`config.mk`:
```
export PLATFORM = sky130hd
export DESIGN_NAME = pwm_channel_control_zero
export DESIGN_NICKNAME = d
export VERILOG_FILES = /design/src/pwm_ctrl_pkg.sv /design/src/pwm_duty_select.sv /design/src/pwm_out_stage.sv /design/src/pwm_channel_control_zero.sv
export SDC_FILE = /design/constraint.sdc
export NUM_CORES = 2
export LEC_CHECK = 0
export ABC_AREA = 1
export BUFFER_PORTS_ARGS = -buffer_cell sky130_fd_sc_hd__buf_2
export CORE_ASPECT_RATIO = 1.2
export CORE_MARGIN = 2
export CORE_UTILIZATION = 50
export DETAILED_ROUTE_END_ITERATION = 6
export GPL_ROUTABILITY_DRIVEN = 0
export PLACE_DENSITY_LB_ADDON = 0.1
export SLEW_MARGIN = 20
export SYNTH_ARGS = -nofsm -noshare
export SYNTH_HDL_FRONTEND = slang
export SYNTH_SLANG_ARGS = --single-unit
export TNS_END_PERCENT = 1
```
`constraint.sdc`:
```
create_clock -name hclk -period 11.1 [get_ports hclk]
set_input_delay 0.555 -clock hclk [delete_from_list [all_inputs] [get_ports hclk]]
set_output_delay 0.555 -clock hclk [all_outputs]
set_load 0.01 [all_outputs]
```
`src/pwm_ctrl_pkg.sv`:
```
// Shared constants, field layouts and carrier types for the PWM channel control block.
package pwm_ctrl_pkg;
  localparam int NUM_CH = 4;
  localparam int DW = 16;

  // Channel base addresses, index 3 first.
  localparam logic [NUM_CH-1:0][31:0] CH_BASE = {32'h00150000, 32'h00170000,
                                                 32'h001a0000, 32'h001d0000};
  localparam logic [7:0] CTRL0_OFS = 8'h00;
  localparam logic [7:0] STATUS_OFS = 8'hf0;
  localparam logic [31:0] CTRL0_RESET = 32'h00000022;
  localparam logic [31:0] CTRL0_WMASK = 32'hff9edfff;

  localparam logic [3:0] MODE_NORMAL = 4'h0;
  localparam logic [3:0] MODE_RESONANT = 4'h1;
  localparam logic [3:0] MODE_MULTI = 4'h2;
  localparam logic [3:0] MODE_TRIANGULAR = 4'h3;
  localparam logic [3:0] MODE_LEADING = 4'h4;

  localparam logic [3:0] MUX_PASS = 4'h0;
  localparam logic [3:0] MUX_EDGE = 4'h1;
  localparam logic [3:0] MUX_OWN_C = 4'h2;
  localparam logic [3:0] MUX_CROSS = 4'h3;
  localparam logic [3:0] MUX_L3_C = 4'h8;

  localparam logic [1:0] MIN_OFF = 2'h0;
  localparam logic [1:0] MIN_ZERO = 2'h1;
  localparam logic [1:0] MIN_CLAMP = 2'h2;

  localparam int CLK_PERIOD_NS = 5;
  localparam int BLANK_NS = 40;
  localparam logic [7:0] BLANK_CYC = 8'((BLANK_NS + CLK_PERIOD_NS - 1) / CLK_PERIOD_NS);

  typedef struct packed {
    logic [3:0] out_b_source_mux;
    logic [3:0] out_a_source_mux;
    logic cycle_fault_c_en;
    logic [1:0] rsv_22;
    logic cycle_fault_ab_en;
    logic cycle_fault_match_en;
    logic [1:0] min_duty_mode;
    logic rsv_16;
    logic multisync_follower_en;
    logic duty_complement_en;
    logic rsv_13;
    logic resonant_fixed_duty_en;
    logic out_b_disable_level;
    logic out_a_disable_level;
    logic blank_b_en;
    logic blank_a_en;
    logic [3:0] pwm_mode;
    logic out_b_invert;
    logic out_a_invert;
    logic accel_duty_source_sel;
    logic channel_en;
  } ctrl0_s;

  typedef struct packed {
    logic [10:0] rsv;
    logic fault_active;
    logic cycle_fault_hit;
    logic pwm_c;
    logic pwm_b;
    logic pwm_a;
    logic [DW-1:0] count;
  } status_s;

  typedef struct packed {
    logic [DW-1:0] accel_duty;
    logic [DW-1:0] reg_duty;
    logic [DW-1:0] period;
    logic [DW-1:0] filter_duty;
    logic [DW-1:0] auto_high;
    logic [DW-1:0] min_duty_low;
    logic multisync_pulse;
  } chan_in_s;

  typedef struct packed {
    logic pwm_a;
    logic pwm_b;
    logic pwm_c;
    logic blank_a;
    logic blank_b;
  } chan_out_s;
endpackage

```
`src/pwm_duty_select.sv`:
```
// Duty value conditioning and source selection for one channel.
`timescale 1ns/1ps
module pwm_duty_select import pwm_ctrl_pkg::*; (
  input wire ctrl0_s cfg,
  input wire chan_in_s cin,
  output logic [DW-1:0] duty
);
  logic [DW-1:0] accel;

  always_comb begin
    accel = cin.accel_duty;
    if (cfg.min_duty_mode == MIN_ZERO && accel < cin.min_duty_low) begin
      accel = '0;
    end else if (cfg.min_duty_mode == MIN_CLAMP && accel < cin.min_duty_low) begin
      accel = cin.min_duty_low;
    end
    if (cfg.duty_complement_en) begin
      accel = cin.period - accel;
    end
    if (cfg.pwm_mode == MODE_RESONANT && cfg.accel_duty_source_sel) begin
      duty = cfg.resonant_fixed_duty_en ? cin.auto_high : cin.filter_duty;
    end else if (cfg.accel_duty_source_sel) begin
      duty = accel;
    end else begin
      duty = cin.reg_duty;
    end
  end
endmodule // pwm_duty_select

```
`src/pwm_out_stage.sv`:
```
// Output source mux, inversion and disable level for one PWM output.
`timescale 1ns/1ps
module pwm_out_stage import pwm_ctrl_pkg::*; (
  input wire logic [8:0] src,
  input wire logic [3:0] sel,
  input wire logic invert,
  input wire logic force_off,
  input wire logic level,
  output logic y
);
  logic pick;

  always_comb begin
    // Codes above the last source fall back to pass-through.
    if (sel <= MUX_L3_C) begin
      pick = src[sel];
    end else begin
      pick = src[MUX_PASS];
    end
    if (force_off) begin
      y = level;
    end else begin
      y = pick ^ invert;
    end
  end
endmodule // pwm_out_stage

```
`src/pwm_channel_control_zero.sv`:
```
// Four PWM channels with their first control register on an AHB-Lite slave.
//
// Local design decision: the AHB-Lite slave port.
`timescale 1ns/1ps
module pwm_channel_control_zero import pwm_ctrl_pkg::*; (
  input wire logic hclk,
  input wire logic hresetn,
  input wire logic hsel,
  input wire logic [31:0] haddr,
  input wire logic [1:0] htrans,
  input wire logic hwrite,
  input wire logic [2:0] hsize,
  input wire logic [31:0] hwdata,
  input wire logic hready,
  output logic [31:0] hrdata,
  output logic hreadyout,
  output logic hresp,
  input wire chan_in_s [NUM_CH-1:0] chan_in,
  input wire logic [NUM_CH-1:0] fault_trip,
  input wire logic [NUM_CH-1:0] cycle_fault_trip,
  output chan_out_s [NUM_CH-1:0] chan_out
);
  typedef struct packed {
    ctrl0_s [NUM_CH-1:0] ctrl;
    logic [NUM_CH-1:0][DW-1:0] cnt;
    logic [NUM_CH-1:0][7:0] blk_a;
    logic [NUM_CH-1:0][7:0] blk_b;
    logic [NUM_CH-1:0] hit;
    logic [NUM_CH-1:0] fault_s1;
    logic [NUM_CH-1:0] fault_s2;
    logic [NUM_CH-1:0] cyc_s1;
    logic [NUM_CH-1:0] cyc_s2;
    logic [NUM_CH-1:0] a_prev;
    logic [NUM_CH-1:0] b_prev;
    chan_out_s [NUM_CH-1:0] out;
    logic wr_pend;
    logic [1:0] wr_ch;
    logic [31:0] rdata;
  } state_s;

  localparam state_s STATE_RST = '{ctrl: {NUM_CH{CTRL0_RESET}}, default: '0};

  state_s s;
  state_s n;
  logic ap;
  logic dec_ctrl;
  logic dec_stat;
  logic [1:0] dec_ch;
  logic [NUM_CH-1:0][DW-1:0] duty;
  logic [NUM_CH-1:0] ea;
  logic [NUM_CH-1:0] eb;
  logic [NUM_CH-1:0] pa;
  logic [NUM_CH-1:0] pb;
  logic [NUM_CH-1:0] pc;
  logic [NUM_CH-1:0] per_end;
  logic [NUM_CH-1:0] force_off;
  logic [NUM_CH-1:0] ya;
  logic [NUM_CH-1:0] yb;
  logic [NUM_CH-1:0][8:0] src_a;
  logic [NUM_CH-1:0][8:0] src_b;
  status_s [NUM_CH-1:0] stat;

  assign hreadyout = 1'b1;
  assign hresp = 1'b0;
  assign hrdata = s.rdata;
  assign chan_out = s.out;
  assign ap = hsel && htrans[1] && hready;

  // Only whole-word accesses are expected; hsize is accepted without checking.
  always_comb begin
    dec_ctrl = 1'b0;
    dec_stat = 1'b0;
    dec_ch = 2'd0;
    if (haddr[31:8] == CH_BASE[0][31:8]) begin
      dec_ch = 2'd0;
    end else if (haddr[31:8] == CH_BASE[1][31:8]) begin
      dec_ch = 2'd1;
    end else if (haddr[31:8] == CH_BASE[2][31:8]) begin
      dec_ch = 2'd2;
    end else if (haddr[31:8] == CH_BASE[3][31:8]) begin
      dec_ch = 2'd3;
    end
    if (haddr[31:8] == CH_BASE[dec_ch][31:8]) begin
      if (haddr[7:0] == CTRL0_OFS) begin
        dec_ctrl = 1'b1;
      end else if (haddr[7:0] == STATUS_OFS) begin
        dec_stat = 1'b1;
      end
    end
  end

  genvar g;
  generate
    for (g = 0; g < NUM_CH; g++) begin : g_ch
      localparam int B1 = (g + 3) % NUM_CH;
      localparam int B2 = (g + 2) % NUM_CH;
      localparam int B3 = (g + 1) % NUM_CH;

      pwm_duty_select u_duty (
        .cfg(s.ctrl[g]),
        .cin(chan_in[g]),
        .duty(duty[g])
      );

      // Source order follows the mux codes 0 to 8.
      assign src_a[g] = {pc[B3], pc[B2], pc[B1], pb[B1], pa[B1], pb[g], pc[g], ea[g], pa[g]};
      assign src_b[g] = {pc[B3], pc[B2], pc[B1], pb[B1], pa[B1], pa[g], pc[g], eb[g], pb[g]};

      pwm_out_stage u_out_a (
        .src(src_a[g]),
        .sel(s.ctrl[g].out_a_source_mux),
        .invert(s.ctrl[g].out_a_invert),
        .force_off(force_off[g]),
        .level(s.ctrl[g].out_a_disable_level),
        .y(ya[g])
      );

      pwm_out_stage u_out_b (
        .src(src_b[g]),
        .sel(s.ctrl[g].out_b_source_mux),
        .invert(s.ctrl[g].out_b_invert),
        .force_off(force_off[g]),
        .level(s.ctrl[g].out_b_disable_level),
        .y(yb[g])
      );
    end
  endgenerate

  // Edge generation and fault shaping, from registered state and the channel inputs.
  always_comb begin
    logic [DW-1:0] half;
    logic [DW-1:0] dh;
    logic lt;
    logic sh;
    logic cut_a;
    logic cut_b;
    half = '0;
    dh = '0;
    lt = 1'b0;
    sh = 1'b0;
    cut_a = 1'b0;
    cut_b = 1'b0;
    for (int i = 0; i < NUM_CH; i++) begin
      half = chan_in[i].period >> 1;
      dh = duty[i] >> 1;
      lt = s.cnt[i] < duty[i];
      sh = (s.cnt[i] >= half) && (s.cnt[i] - half < duty[i]);
      per_end[i] = (s.cnt[i] >= chan_in[i].period) ||
                   (s.cnt[i] == chan_in[i].period - 16'h0001);
      case (s.ctrl[i].pwm_mode)
        MODE_NORMAL: begin
          ea[i] = lt;
          eb[i] = !lt;
        end
        MODE_RESONANT, MODE_MULTI: begin
          ea[i] = lt;
          eb[i] = sh;
        end
        MODE_TRIANGULAR: begin
          ea[i] = (s.cnt[i] < dh) || (s.cnt[i] >= chan_in[i].period - dh);
          eb[i] = !ea[i];
        end
        MODE_LEADING: begin
          ea[i] = s.cnt[i] >= chan_in[i].period - duty[i];
          eb[i] = !ea[i];
        end
        default: begin
          ea[i] = lt;
          eb[i] = !lt;
        end
      endcase
      // Normal mode gates both the A and B cuts on the match bit; the other modes let A be cut
      // alone and only match B when asked.
      if (s.ctrl[i].pwm_mode == MODE_NORMAL) begin
        cut_a = s.ctrl[i].cycle_fault_match_en;
        cut_b = s.ctrl[i].cycle_fault_match_en;
      end else begin
        cut_a = 1'b1;
        cut_b = s.ctrl[i].cycle_fault_match_en;
      end
      cut_a = cut_a && s.ctrl[i].cycle_fault_ab_en && s.hit[i];
      cut_b = cut_b && s.ctrl[i].cycle_fault_ab_en && s.hit[i];
      pa[i] = ea[i] && !cut_a;
      pb[i] = eb[i] && !cut_b;
      pc[i] = (s.cnt[i] < half) && !(s.ctrl[i].cycle_fault_c_en && s.hit[i]);
      force_off[i] = !s.ctrl[i].channel_en || s.fault_s2[i];
      stat[i] = '{rsv: '0, fault_active: s.fault_s2[i], cycle_fault_hit: s.hit[i],
                  pwm_c: s.out[i].pwm_c, pwm_b: s.out[i].pwm_b,
                  pwm_a: s.out[i].pwm_a, count: s.cnt[i]};
    end
  end

  always_comb begin
    n = s;
    n.rdata = '0;
    n.wr_pend = ap && hwrite && dec_ctrl;
    n.wr_ch = dec_ch;
    if (s.wr_pend) begin
      n.ctrl[s.wr_ch] = ctrl0_s'(hwdata & CTRL0_WMASK);
    end
    // A read right behind a write to the same register sees the new value.
    if (ap && !hwrite) begin
      if (dec_ctrl && s.wr_pend && s.wr_ch == dec_ch) begin
        n.rdata = hwdata & CTRL0_WMASK;
      end else if (dec_ctrl) begin
        n.rdata = s.ctrl[dec_ch];
      end else if (dec_stat) begin
        n.rdata = stat[dec_ch];
      end
    end
    for (int i = 0; i < NUM_CH; i++) begin
      n.fault_s1[i] = fault_trip[i];
      n.fault_s2[i] = s.fault_s1[i];
      n.cyc_s1[i] = cycle_fault_trip[i];
      n.cyc_s2[i] = s.cyc_s1[i];
      if (!s.ctrl[i].channel_en) begin
        n.cnt[i] = '0;
      end else if (s.ctrl[i].multisync_follower_en && chan_in[i].multisync_pulse) begin
        n.cnt[i] = '0;
      end else if (per_end[i]) begin
        n.cnt[i] = '0;
      end else begin
        n.cnt[i] = s.cnt[i] + 16'h0001;
      end
      // A trip in the period's last cycle still counts for the next period.
      n.hit[i] = s.ctrl[i].channel_en && (s.cyc_s2[i] || (s.hit[i] && !per_end[i]));
      n.a_prev[i] = pa[i];
      n.b_prev[i] = pb[i];
      if (pa[i] && !s.a_prev[i]) begin
        n.blk_a[i] = BLANK_CYC;
      end else if (s.blk_a[i] != 8'h00) begin
        n.blk_a[i] = s.blk_a[i] - 8'h01;
      end
      if (pb[i] && !s.b_prev[i]) begin
        n.blk_b[i] = BLANK_CYC;
      end else if (s.blk_b[i] != 8'h00) begin
        n.blk_b[i] = s.blk_b[i] - 8'h01;
      end
      n.out[i].pwm_a = ya[i];
      n.out[i].pwm_b = yb[i];
      n.out[i].pwm_c = pc[i] && !force_off[i];
      n.out[i].blank_a = s.ctrl[i].blank_a_en && n.blk_a[i] != 8'h00;
      n.out[i].blank_b = s.ctrl[i].blank_b_en && n.blk_b[i] != 8'h00;
    end
  end

  always_ff @(posedge hclk or negedge hresetn) begin
    if (!hresetn) begin
      s <= STATE_RST;
    end else begin
      s <= n;
    end
  end
endmodule // pwm_channel_control_zero

```
==> summary.txt <==
Yosys
  • Mean Syn Cell Area: 6.861 sq um
  • Most frequent cell after synthesis: nand2_1
  • Sequential share of the synthesized area: 19.04%
  • Commonest cells in the netlist: 1301 x nand2_1, 809 x inv_1, 641 x ha_1, 581 x a21oi_1, 461 x nor2_1
  • Adder-Cell Fraction of Synth Area: about 20%
  • Post-synth EDFFs: 0
  • Simple-gate area share of the yosys netlist: 25.06%
  • Netlist Area Pre-Place: ~42000 sq um
  • Synth area leader: ha_1
  • Largest family of logic cells by synthesized area: simple AND/OR/NAND/NOR gates
  • Post-synthesis compound-gate area fraction: about a fifth
  • Post-synthesis xor/xnor area fraction: between 7 and 8%
  • Yosys cell types: 80
  • Cell count after synthesis: 6155
  • Post-synth ARST share: 100.0%
  • Largest cells by area after synthesis: ha_1 19%, dfrtp_1 19%, nand2_1 12%
  • Synth warn: 0
  • Top cell type's share of synthesized area: 18.99%
  • Main flop type after synthesis: dfrtp_1
  • #FFs+latches synth: 321
  • Post-synthesis mux area share: 0%

Placement
  • Placed cells: 7623
  • Placement Setup Slack: 2.225 ns
  • IO buf count: 511
  • Dpl hpwl: 117300 um
  • Placed cell areas: 45510 sq um

Finish
  • Fin area: between 40000 and 50000 sq um
  • Final Core Density: 55.83%
  • Synthesis-to-finish area growth: 10.51%
  • Area occupied by multi-input gates: 30110 sq um
  • Ratio of cells with drive above 1 in the final layout: 11.64%
  • Total Nets Final: 7666
  • Fin cells: 7694
  • Fillers: 8408
  • Sequential Area: slightly above 8000 sq um

STA
  • Fin crit share: 77.43%
  • Setup-failing EPs final: 0
  • Hold Vio Cnt, Final: 0
  • Slew headroom: 27.52%
  • Fmax: between 100 and 150 MHz
  • Post-route setup slack: 2.505 ns
  • Clock Skew: 0.02201 ns
  • Worst slew pin tran: 1.074 ns
  • Pins over their slew limit: 0
  • RSZ-0062 raised after global routing: false
  • Fin crit period: 8.595 ns
  • TNS Setup: 0 ns

Clock network
  • Worst skew pair latency: 0.56 ns
  • CTS tree: built
  • Hold buffers post-CTS: 0
  • CTS Buffer Depth: 3
  • CTS Root Cell: clkbuf_16
  • Clock net sink count: 321
  • CTS Buf Count: 35
  • Post-CTS Setup Bufs: 0
  • Clock transition at path regs: 0.06 ns
  • Cts repair resizes: 0
  • H-tree depth: 2

Setup path
  • Crit-path max cell delay: 0.63 ns
  • Worst setup path start: s[229]$_DFFE_PN0P_
  • Crit Path Max Fanout: 23
  • Crit. End Element: register
  • Critical Path RT: between 10 and 15 ns
  • Crit path arrival time: 9.02 ns
  • Slowest-stage cell, CP: nor2_1
  • Number of buffers and inverters on the critical path: 5
  • Setup CP Type: reg -> reg
  • R2r startpoint: s[229]$_DFFE_PN0P_
  • Critical Path Source Type: register
  • Top delay family on crit path: compound AO/OA/AOI/OAI gates
  • Cell mode on critical path: o21ai_0

Global routing
  • Total GRT Usage: 32.42%
  • First-pass GRT wire length: 224300 um
  • Number of global-route vias before repair: 41397
  • Largest net degree at the start of global routing: 119
  • Initial antenna violation count: 18
  • Grt ovf: 0

Detailed routing
  • Initial DRC Count: around 3100
  • ANT nets after route: 0
  • Drt total wl: 144100 um
  • DRC Markers: 0
  • Detailed-route via count: between 40000 and 50000
  • DRT Pass-1 Iters: 6
  • Drt wl/cell: 18.73 um
  • Vias per std cell: roughly 5.6

Hold path
  • Worst min-delay path class: in -> async

Floorplanning
  • Core area: 83600 sq um
  • Initial Utilization: around half
  • Die footprint: between 80000 and 90000 sq um
  • Row count: approximately 120
  • IO Pins: 524
  • Die height: 322.4 um
  • Die extent in x: 269.3 um

Power
  • Power Dens Cells: approximately 110 nW/um^2
  • Leak: between 20 and 30 nW
  • VDD IR max: roughly 0.082 mV

Run status
  • Outcome: finished clean

Flow run
  • Max_cap viols: 0
## logic make-up after synthesis
| group | after synthesis |
|---|---|
| AND/OR/NAND/NOR | 2415 |
| AO/OA/AOI/OAI | 1367 |
| buffers and inverters | 1041 |
| adder cells (fa/ha/maj) | 657 |
| XOR/XNOR | 352 |
| flip-flops | 321 |
| other | 2 |
## worst register-to-register path: cells and delay by family, from the launching register on
family	cells	cell delay, ns
flip-flops	1	0.37
AND/OR/NAND/NOR	12	2.02
buffers and inverters	5	0.61
AO/OA/AOI/OAI	18	3.96
adder cells (fa/ha/maj)	4	1.17
XOR/XNOR	2	0.33
## flip-flops by register name (all words and copies together), names as in the netlist
register,flops
chan_out,20
n,8
hrdata,30
s,263
## path summary, 6_finish.rpt
check / cells past startpoint / slack [ns] / end
setup / recovery: 41 / 2.51 / chan_out[1]$_DFF_PN0_
hold / removal: 1 / 0.09 / s[107]$_DFF_PN0_
setup reg to reg: 41 / 2.51 / chan_out[1]$_DFF_PN0_
hold reg to reg: 0 / 0.35 / s[65]$_DFF_PN0_
max in group asynchronous: 3 / 8.77 / s[152]$_DFF_PN0_
min in group hclk: 1 / 0.10 / n[65]$_DFF_PN0_
## routing by layer
metal | wire length (um) | track usage [%] | share of wire, % | up-vias
met5 | 142 | 0 | 0.099 | -
met4 | 8178 | 16.73 | 5.7 | 20
met3 | 9080 | 4.214 | 6.3 | 360
met2 | 67820 | 56.17 | 47 | 1406
met1 | 58870 | 39.42 | 41 | 19983
li1 | - | - | - | 21453
## metrics by stage
stage,total power [W],hold WS [ns]
after floorplan,0.003180,0.2594
after global placement,0.003726,0.3337
after detailed placement,0.003789,0.3347
after CTS,0.004984,0.08005
after global routing,0.005405,0.09890
final,0.004961,0.08744
## power breakdown
group / switching (W) / internal [W] / total, W
registers: 0.0000949 / 0.00130 / 0.00140
clock network: 0.000506 / 0.000674 / 0.00118
logic: 0.00143 / 0.000950 / 0.00238
## cell type report
cell class / count / share of cell area (%)
multi-input combinational: 4795 / 64.51
tap: 1121 / 3.005
inverter: 845 / 6.796
clock buffer: 54 / 2.228
antenna: 8 / 0.04290
sequential: 321 / 17.23
clock inverter: 9 / 0.2011
timing repair buffer: 541 / 5.984
## cell usage in the layout, fill, tap and decap left out, drive strengths merged, types with 114 or more instances in the layout
cell type / instances
nand2: 1338
inv: 838
ha: 641
a21oi: 589
buf: 541
nor2: 476
o21ai: 410
dfrtp: 313
nand3: 312
xor2: 248
nand4: 114
Note: power is estimated with default switching activity, not from simulation.
